$ cat config.mk
export PLATFORM = sky130hd
export DESIGN_NAME = tes_top
export DESIGN_NICKNAME = d
export VERILOG_FILES = /design/src/hdl/tes_edge_seq.v /design/src/hdl/tes_pwr_reg_ctrl.v /design/src/hdl/tes_top.v
export VERILOG_INCLUDE_DIRS = /design/src /design/src/hdl
export SDC_FILE = /design/constraint.sdc
export NUM_CORES = 1
export LEC_CHECK = 0
export BUFFER_PORTS_ARGS = -buffer_cell sky130_fd_sc_hd__buf_2
export CORE_MARGIN = 4
export CORE_UTILIZATION = 55
export DETAILED_ROUTE_END_ITERATION = 8
export GPL_ROUTABILITY_DRIVEN = 0
export GPL_TIMING_DRIVEN = 1
export HOLD_SLACK_MARGIN = 0.05
export PLACE_DENSITY = 0.8
export SLEW_MARGIN = 20
export SYNTH_ARGS = -nofsm -noshare
export SYNTH_HDL_FRONTEND = slang
export SYNTH_SLANG_ARGS = --single-unit
$ cat constraint.sdc
create_clock -name pclk -period 3.3 [get_ports pclk]
set_input_delay 0.165 -clock pclk [delete_from_list [all_inputs] [get_ports pclk]]
set_output_delay 0.165 -clock pclk [all_outputs]
set_load 0.02 [all_outputs]
$ cat src/hdl/tes_consts.vh
/*
 * constants for the 212 kbit/s edge shaper and power regulation config:
 * register indices, byte addresses, field positions, style codes, resets.
 * assumes inclusion by bare name from files of the tes block.
 */
`ifndef TES_CONSTS_VH
`define TES_CONSTS_VH

// ============================================================
// register indices and apb byte addresses (index times four)
`define TES_IDX_SHAPE_TYPE      8'h49
`define TES_IDX_SHAPE_OPTION    8'h4A
`define TES_IDX_SHAPE_LENGTH    8'h4B
`define TES_IDX_PWR_ENABLES     8'h68
`define TES_IDX_STATUS          8'h40
`define TES_ADDR_SHAPE_TYPE     12'h124
`define TES_ADDR_SHAPE_OPTION   12'h128
`define TES_ADDR_SHAPE_LENGTH   12'h12C
`define TES_ADDR_PWR_ENABLES    12'h1A0
`define TES_ADDR_STATUS         12'h100
`define TES_ADDR_W              12

// ============================================================
// reset values
`define TES_RST_SHAPE_TYPE      8'h11
`define TES_RST_SHAPE_OPTION    8'h00
`define TES_RST_SHAPE_LENGTH    8'h08
`define TES_RST_PWR_ENABLES     8'h00

// ============================================================
// field positions
`define TES_TYPE_FALL_HI        7
`define TES_TYPE_FALL_LO        4
`define TES_TYPE_RISE_HI        3
`define TES_TYPE_RISE_LO        0
`define TES_OPT_FALL_HI         6
`define TES_OPT_FALL_LO         4
`define TES_OPT_RISE_HI         2
`define TES_OPT_RISE_LO         0
`define TES_OPT_MASK            8'h77
`define TES_LEN_STRETCH_BIT     7
`define TES_LEN_COUNT_HI        4
`define TES_LEN_COUNT_LO        0
`define TES_LEN_MASK            8'h9F
`define TES_PWR_TARGET_BIT      2
`define TES_PWR_INIT_BIT        1
`define TES_PWR_READER_BIT      0
`define TES_PWR_MASK            8'h07

// ============================================================
// edge style codes
`define TES_STYLE_LIN1          4'h1
`define TES_STYLE_LIN2          4'h2
`define TES_STYLE_LIN3          4'h3
`define TES_STYLE_LUT_FIXED     4'h4
`define TES_STYLE_LUT_ADAPT_COR 4'h5
`define TES_STYLE_LUT_ADAPT     4'h6

// ============================================================
// rf modes and carrier divider
`define TES_MODE_READER         2'h0
`define TES_MODE_ACT_INIT       2'h1
`define TES_MODE_ACT_TARGET     2'h2
`define TES_CARRIER_DIV         18

`endif

$ cat src/hdl/tes_edge_seq.v
/*
 * one edge sequencer: walks the transition states of a single modulation
 * edge on carrier ticks. assumes tick is a one-cycle enable at carrier
 * rate and that the config inputs are stable when start pulses.
 */
`timescale 1ns/1ps
`default_nettype none
`include "tes_consts.vh"

module tes_edge_seq (
    // clock and reset
    input  wire       pclk,
    input  wire       presetn,
    // control
    input  wire       tick,
    input  wire       start,
    input  wire [3:0] style,
    input  wire [2:0] option,
    input  wire [4:0] n_states,
    input  wire       stretch,
    // shaping state
    output reg        busy_r,
    output reg        done_r,
    output reg  [4:0] state_r,
    output reg  [1:0] seg_r,
    output reg  [2:0] time_const_r,
    output reg  [1:0] lut_sel_r,
    output reg        lut_mode_r,
    output reg        lut_adapt_r,
    output reg        lut_correct_r
);

    // ============================================================
    // style decode
    function valid_style;
        input [3:0] s;
        begin
            valid_style = (s >= `TES_STYLE_LIN1) &&
                          (s <= `TES_STYLE_LUT_ADAPT);
        end
    endfunction

    reg [1:0] nramp_r;
    reg [4:0] count_r;
    reg       stretch_r;
    reg       half_r;
    reg [5:0] acc_r;
    wire [5:0] acc_sum = acc_r + {4'h0, nramp_r};
    wire       last = (state_r == count_r - 5'h01);

    // ============================================================
    // sequencer
    always @(posedge pclk or negedge presetn) begin
        if (!presetn) begin
            busy_r        <= 1'b0;
            done_r        <= 1'b0;
            state_r       <= 5'h00;
            seg_r         <= 2'h0;
            time_const_r  <= 3'h0;
            lut_sel_r     <= 2'h0;
            lut_mode_r    <= 1'b0;
            lut_adapt_r   <= 1'b0;
            lut_correct_r <= 1'b0;
            nramp_r       <= 2'h0;
            count_r       <= 5'h00;
            stretch_r     <= 1'b0;
            half_r        <= 1'b0;
            acc_r         <= 6'h00;
        end else begin
            done_r <= 1'b0;
            if (start && !busy_r) begin
                state_r   <= 5'h00;
                seg_r     <= 2'h0;
                acc_r     <= 6'h00;
                half_r    <= 1'b0;
                count_r   <= n_states;
                stretch_r <= stretch;
                // reserved code or no states: edge passes unshaped
                if (valid_style(style) && n_states != 5'h00) begin
                    busy_r <= 1'b1;
                end else begin
                    done_r <= 1'b1;
                end
                if (style <= `TES_STYLE_LIN3) begin
                    nramp_r      <= style[1:0];
                    lut_mode_r   <= 1'b0;
                    time_const_r <= option;
                    lut_sel_r    <= 2'h0;
                end else begin
                    nramp_r      <= 2'h1;
                    lut_mode_r   <= valid_style(style);
                    time_const_r <= 3'h0;
                    lut_sel_r    <= option[1:0];
                end
                lut_adapt_r   <= (style == `TES_STYLE_LUT_ADAPT_COR) ||
                                 (style == `TES_STYLE_LUT_ADAPT);
                lut_correct_r <= (style == `TES_STYLE_LUT_ADAPT_COR);
            end else if (busy_r && tick) begin
                if (stretch_r && !half_r) begin
                    half_r <= 1'b1;
                end else begin
                    half_r <= 1'b0;
                    if (last) begin
                        busy_r <= 1'b0;
                        done_r <= 1'b1;
                    end else begin
                        state_r <= state_r + 5'h01;
                        // spread the ramps evenly over the states
                        if (acc_sum >= {1'b0, count_r}) begin
                            acc_r <= acc_sum - {1'b0, count_r};
                            if (seg_r != nramp_r - 2'h1)
                                seg_r <= seg_r + 2'h1;
                        end else begin
                            acc_r <= acc_sum;
                        end
                    end
                end
            end
        end
    end

endmodule

`default_nettype wire

$ cat src/hdl/tes_pwr_reg_ctrl.v
/*
 * dynamic power regulation sequencing: one regulation run before each
 * transmission and after each rx_end seen while idle and without tx_req, if the current mode enables it.
 * assumes reg_done pulses once for every reg_start.
 */
`timescale 1ns/1ps
`default_nettype none
`include "tes_consts.vh"

module tes_pwr_reg_ctrl (
    // clock and reset
    input  wire       pclk,
    input  wire       presetn,
    // mode and enables
    input  wire [1:0] rf_mode,
    input  wire [2:0] enables,
    // rf events
    input  wire       tx_req,
    input  wire       rx_end,
    input  wire       reg_done,
    // results
    output reg        reg_start_r,
    output reg        tx_go_r,
    output wire       busy
);

    localparam [1:0] ST_IDLE = 2'h0;
    localparam [1:0] ST_PRE  = 2'h1;
    localparam [1:0] ST_POST = 2'h2;

    reg [1:0] state_r;
    reg       en;

    // ============================================================
    // per-mode enable
    always @* begin
        case (rf_mode)
            `TES_MODE_READER:     en = enables[`TES_PWR_READER_BIT];
            `TES_MODE_ACT_INIT:   en = enables[`TES_PWR_INIT_BIT];
            `TES_MODE_ACT_TARGET: en = enables[`TES_PWR_TARGET_BIT];
            default:              en = 1'b0;
        endcase
    end

    assign busy = (state_r != ST_IDLE);

    // ============================================================
    // sequence
    always @(posedge pclk or negedge presetn) begin
        if (!presetn) begin
            state_r     <= ST_IDLE;
            reg_start_r <= 1'b0;
            tx_go_r     <= 1'b0;
        end else begin
            reg_start_r <= 1'b0;
            tx_go_r     <= 1'b0;
            case (state_r)
                ST_IDLE: begin
                    if (tx_req) begin
                        if (en) begin
                            reg_start_r <= 1'b1;
                            state_r     <= ST_PRE;
                        end else begin
                            tx_go_r <= 1'b1;
                        end
                    end else if (rx_end && en) begin
                        reg_start_r <= 1'b1;
                        state_r     <= ST_POST;
                    end
                end
                ST_PRE: begin
                    // transmission held until regulation settles
                    if (reg_done) begin
                        tx_go_r <= 1'b1;
                        state_r <= ST_IDLE;
                    end
                end
                ST_POST: begin
                    if (reg_done)
                        state_r <= ST_IDLE;
                end
                default: state_r <= ST_IDLE;
            endcase
        end
    end

endmodule

`default_nettype wire

$ cat src/hdl/tes_top.v
/*
 * tx edge shaping and power regulation configuration, 212 kbit/s.
 * apb slave holding the config registers, a carrier tick divider, two
 * edge sequencers (falling, rising) and the regulation sequencer.
 * assumes a single pclk domain and synchronous rf event inputs.
 */
`timescale 1ns/1ps
`default_nettype none
`include "tes_consts.vh"

module tes_top #(
    parameter CARRIER_DIV = `TES_CARRIER_DIV
) (
    // clock and reset
    input  wire                   pclk,
    input  wire                   presetn,
    // apb slave
    input  wire                   psel,
    input  wire                   penable,
    input  wire                   pwrite,
    input  wire [`TES_ADDR_W-1:0] paddr,
    input  wire [31:0]            pwdata,
    input  wire [3:0]             pstrb,
    output wire                   pready,
    output wire                   pslverr,
    output wire [31:0]            prdata,
    // modulation edge requests
    input  wire                   mod_fall_req,
    input  wire                   mod_rise_req,
    // rf events for power regulation
    input  wire [1:0]             rf_mode,
    input  wire                   tx_req,
    input  wire                   rx_end,
    input  wire                   reg_done,
    // edge shaping state, index 0 falling, 1 rising
    output wire                   carrier_tick,
    output wire [1:0]             edge_busy,
    output wire [1:0]             edge_done,
    output wire [9:0]             edge_state,
    output wire [3:0]             edge_seg,
    output wire [5:0]             edge_time_const,
    output wire [3:0]             edge_lut_sel,
    output wire [1:0]             edge_lut_mode,
    output wire [1:0]             edge_lut_adapt,
    output wire [1:0]             edge_lut_correct,
    // power regulation
    output wire                   reg_start,
    output wire                   tx_go,
    output wire                   reg_busy
);

    // ============================================================
    // registers
    reg  [7:0]  shape_type_r;
    reg  [7:0]  shape_option_r;
    reg  [7:0]  shape_length_r;
    reg  [7:0]  pwr_enables_r;
    reg  [31:0] rdata_r;
    reg         slverr_r;

    // ============================================================
    // apb decode
    function [2:0] addr_sel;
        input [`TES_ADDR_W-1:0] a;
        begin
            if (a == `TES_ADDR_SHAPE_TYPE)
                addr_sel = 3'h1;
            else if (a == `TES_ADDR_SHAPE_OPTION)
                addr_sel = 3'h2;
            else if (a == `TES_ADDR_SHAPE_LENGTH)
                addr_sel = 3'h3;
            else if (a == `TES_ADDR_PWR_ENABLES)
                addr_sel = 3'h4;
            else if (a == `TES_ADDR_STATUS)
                addr_sel = 3'h5;
            else
                addr_sel = 3'h0;
        end
    endfunction

    wire [2:0] sel     = addr_sel(paddr);
    wire       access  = psel && penable;
    wire       wr_en   = access && pwrite && pstrb[0];
    wire       setup   = psel && !penable;

    // zero wait state: answer in the access cycle itself
    assign pready  = 1'b1;
    assign pslverr = slverr_r;
    assign prdata  = rdata_r;

    // ============================================================
    // config register writes, reserved bits kept at zero
    always @(posedge pclk or negedge presetn) begin
        if (!presetn) begin
            shape_type_r   <= `TES_RST_SHAPE_TYPE;
            shape_option_r <= `TES_RST_SHAPE_OPTION;
            shape_length_r <= `TES_RST_SHAPE_LENGTH;
            pwr_enables_r  <= `TES_RST_PWR_ENABLES;
        end else if (wr_en) begin
            if (sel == 3'h1)
                shape_type_r <= pwdata[7:0];
            else if (sel == 3'h2)
                shape_option_r <= pwdata[7:0] & `TES_OPT_MASK;
            else if (sel == 3'h3)
                shape_length_r <= pwdata[7:0] & `TES_LEN_MASK;
            else if (sel == 3'h4)
                pwr_enables_r <= pwdata[7:0] & `TES_PWR_MASK;
        end
    end

    // ============================================================
    // read data and error, registered in the setup cycle
    wire [7:0] status_byte = {5'h00, reg_busy, edge_busy};

    always @(posedge pclk or negedge presetn) begin
        if (!presetn) begin
            rdata_r  <= 32'h00000000;
            slverr_r <= 1'b0;
        end else if (setup) begin
            slverr_r <= (sel == 3'h0) || (pwrite && sel == 3'h5);
            if (pwrite)
                rdata_r <= 32'h00000000;
            else if (sel == 3'h1)
                rdata_r <= {24'h000000, shape_type_r};
            else if (sel == 3'h2)
                rdata_r <= {24'h000000, shape_option_r};
            else if (sel == 3'h3)
                rdata_r <= {24'h000000, shape_length_r};
            else if (sel == 3'h4)
                rdata_r <= {24'h000000, pwr_enables_r};
            else if (sel == 3'h5)
                rdata_r <= {24'h000000, status_byte};
            else
                rdata_r <= 32'h00000000;
        end else if (!psel) begin
            rdata_r  <= 32'h00000000;
            slverr_r <= 1'b0;
        end
    end

    // ============================================================
    // carrier tick divider
    // the tick is a one-pclk pulse every CARRIER_DIV pclk cycles, a fixed
    // period with no jitter; the shaper only counts ticks.
    reg [7:0] div_r;
    reg       tick_r;

    always @(posedge pclk or negedge presetn) begin
        if (!presetn) begin
            div_r  <= 8'h00;
            tick_r <= 1'b0;
        end else if (div_r == CARRIER_DIV[7:0] - 8'h01) begin
            div_r  <= 8'h00;
            tick_r <= 1'b1;
        end else begin
            div_r  <= div_r + 8'h01;
            tick_r <= 1'b0;
        end
    end

    assign carrier_tick = tick_r;

    // ============================================================
    // edge sequencers
    wire [7:0] edge_style_code_212 = {
        shape_type_r[`TES_TYPE_FALL_HI:`TES_TYPE_FALL_LO],
        shape_type_r[`TES_TYPE_RISE_HI:`TES_TYPE_RISE_LO]};
    wire [1:0] edge_start = {mod_rise_req, mod_fall_req};

    genvar g;
    generate
        for (g = 0; g < 2; g = g + 1) begin : g_edge
            tes_edge_seq u_seq (
                .pclk          (pclk),
                .presetn       (presetn),
                .tick          (tick_r),
                .start         (edge_start[g]),
                .style         (edge_style_code_212[7-4*g -: 4]),
                .option        (shape_option_r[6-4*g -: 3]),
                .n_states      (shape_length_r[`TES_LEN_COUNT_HI:
                                               `TES_LEN_COUNT_LO]),
                .stretch       (shape_length_r[`TES_LEN_STRETCH_BIT]),
                .busy_r        (edge_busy[g]),
                .done_r        (edge_done[g]),
                .state_r       (edge_state[5*g +: 5]),
                .seg_r         (edge_seg[2*g +: 2]),
                .time_const_r  (edge_time_const[3*g +: 3]),
                .lut_sel_r     (edge_lut_sel[2*g +: 2]),
                .lut_mode_r    (edge_lut_mode[g]),
                .lut_adapt_r   (edge_lut_adapt[g]),
                .lut_correct_r (edge_lut_correct[g])
            );
        end
    endgenerate

    // ============================================================
    // dynamic power regulation
    tes_pwr_reg_ctrl u_pwr (
        .pclk        (pclk),
        .presetn     (presetn),
        .rf_mode     (rf_mode),
        .enables     (pwr_enables_r[2:0]),
        .tx_req      (tx_req),
        .rx_end      (rx_end),
        .reg_done    (reg_done),
        .reg_start_r (reg_start),
        .tx_go_r     (tx_go),
        .busy        (reg_busy)
    );

endmodule

`default_nettype wire

==> results.json, run 1 <==
{
  "status": "complete, no violations",
  "n_fill_cell": 887,
  "irDropWorstVdd_mv": 0.2823,
  "dieHeight_um": 114.6,
  "period_needed_ps": 3191,
  "avgSynthCellArea_um2": 9.652,
  "worstSetupEndpointType": "flip-flop",
  "critical_path_class": "flip-flop to flip-flop",
  "hold_end": "u_pwr.tx_go_r",
  "min_period_over_period": 0.9670,
  "clk_path_buf_depth": 2,
  "cts_buffers": 9,
  "power.density_nw_per_um2": 574.5,
  "fp.dieW_um": 114.6,
  "power_mw": 4.012,
  "antenna_left": 0,
  "max_cap_viol_count": 0,
  "yosysWarnings": 0,
  "drt-vias-per-instance": 5.888,
  "synth-seq-cells": 109,
  "drt-total-wl_mm": 14.17,
  "clock-root-buffer": "clkbuf_16",
  "drc": 0,
  "cp_data_required_time_ps": 3580,
  "place_hpwl_mm": 10.46,
  "final_cells": 863,
  "grt_pass1_wl_mm": 24.01,
  "power.leakage_nw": 3.393,
  "hp-class": "input pin to flip-flop",
  "fin_skew_ps": 10.37,
  "n_antenna_cell": 0,
  "rr_startpoint": "g_edge[1].u_seq.nramp_r[0]",
  "holdCritStartpoint": "reg_done",
  "fmaxAchievable_mhz": 313.4,
  "syn_inst": 648,
  "num_vias": 5081,
  "drt_pass1_iterations": 5,
  "cp-start-kind": "flip-flop",
  "nets": 804,
  "cp_max_fo": 6,
  "antenna_found_initial": 0,
  "first_global_vias": 5069,
  "syn_area_um2": 6255,
  "reg2reg_slack_ps": 110,
  "dp.cells": 839,
  "drtIter0Drc": 236,
  "synth_edf_count": 0,
  "grt_max_degree": 59,
  "clk_latency_ps": 350,
  "async_reset_ff_frac": 1.000,
  "tightest_slew_ps": 1143,
  "setup_viol": 0,
  "drive_gt1_frac": 0.1950,
  "slew_violations": 0,
  "ios": 132,
  "min_path_cells": 2,
  "cts.htree.levels": 3,
  "rows": 38,
  "initial_core_util": 0.5695,
  "area_growth_pct": 11.64,
  "coreArea_um2": 10980,
  "r2r_end": "g_edge[1].u_seq.seg_r[1]",
  "ys.flop_type": "dfrtp_1",
  "finalHoldViolCount": 0,
  "r2r_cells": 11,
  "relSlewSlack": 0.2379,
  "io_buffer_count": 79,
  "wire_per_inst_um": 16.42,
  "groute.usage.overall": 0.2253,
  "clk_pin_slew_worst_paths_ps": 80,
  "worstPathArrival_ps": 3470,
  "die_area_um2": 13140,
  "overflow": 0,
  "clkSinkCount": 109,
  "synth.distinct_cells": 60,
  "cts_tree": "yes",
  "ys_seq_area_frac": 0.4367
}
## Yosys cell counts (8+ instances only)
cell | count | area, um^2
xor2_1 | 12 | 105.1
nand3_1 | 17 | 85.08
o31ai_1 | 8 | 60.06
o21ai_0 | 51 | 255.2
nor2b_1 | 8 | 50.05
mux2i_1 | 8 | 80.08
nor2_1 | 34 | 127.6
a22o_1 | 24 | 210.2
xnor2_1 | 16 | 140.1
dfrtp_1 | 106 | 2653
buf_2 | 9 | 45.04
nand2_1 | 66 | 247.7
and3_1 | 10 | 62.56
inv_1 | 28 | 105.1
nor3_1 | 12 | 60.06
nand2b_1 | 19 | 118.9
mux2_2 | 22 | 247.7
a21oi_1 | 27 | 135.1
ha_1 | 22 | 275.3
buf_4 | 35 | 262.8
clkbuf_1 | 12 | 45.04
o211ai_1 | 11 | 82.58
## state kept, by name (all words and copies together) (netlist names), 3 cells and up
| register | cells |
|---|---|
| shape_option_r | 6 |
| g_edge.u_seq.seg_r | 4 |
| g_edge.u_seq.state_r | 10 |
| g_edge.u_seq.lut_sel_r | 4 |
| g_edge.u_seq.acc_r | 12 |
| div_r | 8 |
| prdata | 8 |
| edge_style_code_212 | 8 |
| g_edge.u_seq.nramp_r | 4 |
| shape_length_r | 6 |
| g_edge.u_seq.time_const_r | 6 |
| pwr_enables_r | 3 |
| g_edge.u_seq.count_r | 10 |
## per-stage QoR
| stage | setup TNS [ps] | utilization | hold WS, ps | worst slack (ps) | cell area [um^2] |
|---|---|---|---|---|---|
| 6_report | 0 | 0.6358 | 58.50 | 108.8 | 6983 |
| 5_1_grt | -88.84 | 0.6358 | 52.30 | -42.76 | 6983 |
| 4_1_cts | 0 | 0.6321 | 54.61 | 103.8 | 6943 |
| 3_5_place_dp | 0 | 0.6020 | 246.0 | 144.9 | 6611 |
| 3_3_place_gp | 0 | 0.6020 | 243.6 | 258.0 | 6611 |
| 2_1_floorplan | 0 | - | -130.6 | 361.5 | 6341 |
## layout make-up
class | instances | area [um^2] | share of cell area
flip-flops and latches | 109 | 2731 | 0.3911
clock inverters | 6 | 62.56 | 0.008959
clock buffers | 10 | 239.0 | 0.03422
well taps | 140 | 175.2 | 0.02509
multi-input cells | 474 | 3124 | 0.4474
inverters | 28 | 105.1 | 0.01505
repair buffers | 96 | 545.5 | 0.07812
## metal layers
layer,GRT usage,part of all wire,up-vias,wire length [um]
met3,0.03541,0.058,25,821
li1,-,-,2399,-
met1,0.2970,0.42,2487,5952
met4,0.08155,0.021,0,301
met5,0,0,-,0
met2,0.3768,0.50,170,7092
## worst max path at each step
stage / from / endpoint / slack [ps] / cells past startpoint
final: g_edge[1].u_seq.nramp_r[0] / g_edge[1].u_seq.seg_r[1] / 110 / 11
after global routing: g_edge[1].u_seq.nramp_r[0] / g_edge[1].u_seq.seg_r[0] / -40 / 10
after CTS: g_edge[0].u_seq.nramp_r[0] / g_edge[0].u_seq.acc_r[5] / 100 / 10
after detailed placement: g_edge[0].u_seq.nramp_r[0] / g_edge[0].u_seq.acc_r[5] / 140 / 10
after global placement: g_edge[0].u_seq.nramp_r[0] / g_edge[0].u_seq.acc_r[5] / 260 / 10
after floorplan: g_edge[0].u_seq.nramp_r[0] / g_edge[0].u_seq.acc_r[5] / 360 / 11
## cell families after synthesis
family                   after synthesis  share of synthesized area
AND/OR/NAND/NOR                      207                     0.1718
AO/OA/AOI/OAI                        158                     0.1638
flip-flops                           109                     0.4367
buffers and inverters                 88                    0.07801
multiplexers                          30                    0.05241
XOR/XNOR                              28                    0.03921
adder cells (fa/ha/maj)               26                    0.05681
other                                  2                   0.001201
## power breakdown
group	switching (mW)	internal (mW)	leakage, nW
Clock	0.526	0.553	0.148
Sequential	0.0984	1.41	1.47
Combinational	0.803	0.619	1.78
## cells in the final DEF, fill, tap and decap left out, types with 4 or more instances in the layout
| cell | netlist | final |
|---|---|---|
| mux2i_1 | 8 | 8 |
| xnor2_1 | 16 | 16 |
| conb_1 | 2 | 25 |
| o211ai_1 | 11 | 11 |
| nor2b_1 | 8 | 8 |
| ha_1 | 22 | 22 |
| nor4_1 | 4 | 4 |
| nand2b_1 | 19 | 19 |
| o41ai_1 | 6 | 6 |
| nor2_1 | 34 | 34 |
| o22ai_1 | 5 | 5 |
| a211oi_1 | 4 | 4 |
| mux2_2 | 22 | 22 |
| nand2_1 | 66 | 66 |
| nand3_1 | 17 | 17 |
| o31ai_1 | 8 | 8 |
| nand3b_1 | 7 | 7 |
| a31oi_1 | 6 | 6 |
| a22o_1 | 24 | 24 |
| and3_1 | 10 | 10 |
| buf_2 | 9 | 78 |
| or3_1 | 4 | 4 |
| nor3_1 | 12 | 12 |
| buf_4 | 35 | 14 |
| o21ai_0 | 51 | 51 |
| inv_1 | 28 | 28 |
| xor2_1 | 12 | 12 |
| clkbuf_16 | 0 | 9 |
| dfrtp_1 | 106 | 106 |
| or4_1 | 6 | 6 |
| a21oi_1 | 27 | 27 |
## critical path: stages (launching register included)
cell      delay (ps)
dfrtp_1          420
ha_1             230
fa_1             530
inv_1             80
fa_1             420
nand2b_1         210
a21oi_1          230
nand4b_1         300
buf_4            170
nand3_1           70
or3_1            310
a21oi_1          150
## repair_timing
item | in CTS | in global routing
resized for setup | 0 | 1
endpoints found under the hold margin | 52 | 0
endpoints found under the setup margin | 0 | 6
hold buffers | 3 | 0
buffers inserted | 0 | 5
Power figures use the tool's default switching activity.
==> inputs of run 2 (changes only) <==
--- a/config.mk
+++ b/config.mk
@@ -8,12 +8,13 @@
 export LEC_CHECK = 0
 export BUFFER_PORTS_ARGS = -buffer_cell sky130_fd_sc_hd__buf_2
 export CORE_MARGIN = 4
-export CORE_UTILIZATION = 55
+export CORE_UTILIZATION = 50
 export DETAILED_ROUTE_END_ITERATION = 8
 export GPL_ROUTABILITY_DRIVEN = 0
 export GPL_TIMING_DRIVEN = 1
 export HOLD_SLACK_MARGIN = 0.05
-export PLACE_DENSITY = 0.8
+export PLACE_DENSITY = 0.77
+export RECOVER_POWER = 50
 export SLEW_MARGIN = 20
 export SYNTH_ARGS = -nofsm -noshare
 export SYNTH_HDL_FRONTEND = slang
==> constraint.sdc (replaced) <==
create_clock -name pclk -period 2.6 [get_ports pclk]
set_input_delay 0.13 -clock pclk [delete_from_list [all_inputs] [get_ports pclk]]
set_output_delay 0.13 -clock pclk [all_outputs]
set_load 0.02 [all_outputs]
==> results.json, run 2 (same netlist as run 1, synthesis figures left out) <==
{
  "grt_pass1_wl_mm": 25.87,
  "r2r_cells": 11,
  "max_cap_viol_count": 0,
  "place_hpwl_mm": 10.90,
  "worstPathArrival_ps": 3070,
  "final_cells": 937,
  "groute.usage.overall": 0.2219,
  "power.leakage_nw": 3.519,
  "largest_reg_flops": 12,
  "placed_area_um2": 6934,
  "drt-vias-per-instance": 5.686,
  "grt_max_degree": 65,
  "antenna_left": 0,
  "top_register": "g_edge.u_seq.acc_r",
  "hp-class": "input pin to flip-flop",
  "min_period_over_period": 1.102,
  "cp_data_required_time_ps": 2800,
  "failed_checks": "negative setup slack",
  "drc": 0,
  "r2r_end": "g_edge[0].u_seq.seg_r[1]",
  "fp.dieW_um": 119.8,
  "area_growth_pct": 22.24,
  "hold_end": "pslverr",
  "slew_violations": 0,
  "setup_viol": 14,
  "tightest_slew_ps": 1155,
  "irDropWorstVdd_mv": 0.4492,
  "drtIter0Drc": 263,
  "comb_power_share": 0.469,
  "first_global_vias": 5337,
  "final_common_cell": "dfrtp_1",
  "clkSinkCount": 109,
  "relSlewSlack": 0.2302,
  "overflow": 0,
  "clk_path_buf_depth": 2,
  "wire_per_inst_um": 17.03,
  "switching_share": 0.3604,
  "internal_power_mw": 4.065,
  "fmaxAchievable_mhz": 348.9,
  "clk_pin_slew_worst_paths_ps": 70,
  "initial_core_util": 0.5164,
  "p_seq_frac": 0.305,
  "io_buffer_count": 79,
  "finalHoldViolCount": 0,
  "fin_util": 0.6313,
  "clk_latency_ps": 350,
  "status": "finished, violations left",
  "n_antenna_cell": 0,
  "setup_ws_ps": -265.8,
  "reg2reg_slack_ps": -270,
  "critical_path_class": "flip-flop to flip-flop",
  "dp.cells": 898,
  "holdCritStartpoint": "penable",
  "final_cell_mix": "106 x dfrtp_1, 65 x nand2_1, 43 x clkbuf_1",
  "rr_startpoint": "g_edge[0].u_seq.acc_r[1]",
  "p_clk_frac": 0.226,
  "fin_skew_ps": 5.489,
  "path_buf_inv": 1,
  "clock-root-buffer": "clkbuf_16",
  "dieHeight_um": 119.8,
  "min_path_cells": 3,
  "cts.htree.levels": 3,
  "drt_pass1_iterations": 5,
  "ios": 132,
  "power.density_nw_per_um2": 831.2,
  "num_vias": 5328,
  "coreArea_um2": 12110,
  "drt-total-wl_mm": 15.96,
  "crit_slowest_cell": "or4b_4",
  "rsz0062_at_grt": "true",
  "cp_max_fo": 6,
  "cp_cell_sequence": "ha_1 -> a21oi_2 -> nor2b_1 -> xor2_1 -> ha_1 -> buf_4 -> a31oi_4 -> or4b_4 -> nand3_2 -> or3_4 -> a21oi_2",
  "p_sw_mw": 2.290,
  "cts_buffers": 9,
  "fin_area_um2": 7646,
  "rows": 40,
  "period_needed_ps": 2866,
  "die_area_um2": 14360,
  "worstSetupEndpointType": "flip-flop",
  "critPathMaxStageDelay_ps": 540,
  "antenna_found_initial": 0,
  "cts_tree": "yes",
  "cp-start-kind": "flip-flop",
  "path_delay_family": "simple AND/OR/NAND/NOR gates",
  "setup_tns_ps": -2484,
  "nets": 850,
  "drive_gt1_frac": 0.2289,
  "top_regs": "g_edge.u_seq.acc_r (12), g_edge.u_seq.count_r (10), g_edge.u_seq.state_r (10)"
}
run 2: cell type report:
cell class / instances / area, um^2
well taps: 168 / 210.2
fillers: 966 / 4466
repair buffers: 141 / 879.6
clock buffers: 11 / 242.7
flip-flops and latches: 109 / 2731
clock inverters: 5 / 67.56
inverters: 28 / 105.1
multi-input cells: 475 / 3410
run 2: metrics by stage:
step	total power, mW	hold slack, ps	worst slack, ps
CTS	5.820	60.93	-196.9
global placement	3.936	176.7	-191.0
finish	6.356	73.70	-265.8
global route	6.650	67.58	-375.3
detailed placement	4.030	186.3	-296.8
floorplan	3.313	-165.6	-256.4
run 2: how the worst max path moves through the flow:
stage                                from                        to  slack (ps)  cells after the start
3_5_place_dp   g_edge[0].u_seq.nramp_r[0]  g_edge[0].u_seq.acc_r[1]        -300                     11
6_report         g_edge[0].u_seq.acc_r[1]  g_edge[0].u_seq.seg_r[1]        -270                     11
5_1_grt        g_edge[0].u_seq.nramp_r[1]  g_edge[0].u_seq.acc_r[2]        -380                     11
3_3_place_gp   g_edge[0].u_seq.nramp_r[1]  g_edge[0].u_seq.acc_r[5]        -190                     10
4_1_cts          g_edge[0].u_seq.acc_r[1]  g_edge[0].u_seq.acc_r[5]        -200                     10
2_1_floorplan  g_edge[0].u_seq.nramp_r[0]  g_edge[0].u_seq.acc_r[5]        -260                     11
run 2: power by group through the flow:
stage	clock network, mW	logic [mW]	registers (mW)
final	1.44	2.98	1.94
after floorplan	0	1.37	1.94
after CTS	1.45	2.44	1.92
after detailed placement	0	2.09	1.94
after global routing	1.52	3.18	1.95
after global placement	0	2.00	1.94
run 2: what timing repair did:
item                                    in CTS  in global routing
endpoints found under the hold margin       59                  0
gates cloned                                 1                  0
buffers inserted                             5                  6
pin swaps                                   24                 21
endpoints found under the setup margin      16                 16
hold buffers                                11                  0
resized for setup                           32                 37
run 2: worst register-to-register path, stage by stage, from the launching register on:
cell and delay [ps]:
dfrtp_1 410, ha_1 320, a21oi_2 180, nor2b_1 80
xor2_1 240, ha_1 310, buf_4 160, a31oi_4 170
or4b_4 540, nand3_2 120, or3_4 130, a21oi_2 60
run 2: metal layers:
metal,routed length (um),vias up,global-route usage,part of all wire
met3,767,35,0.03582,0.048
met4,397,0,0.08590,0.025
met5,0,-,0,0
met1,6644,2625,0.2742,0.42
li1,-,2485,-,-
met2,8146,183,0.3898,0.51
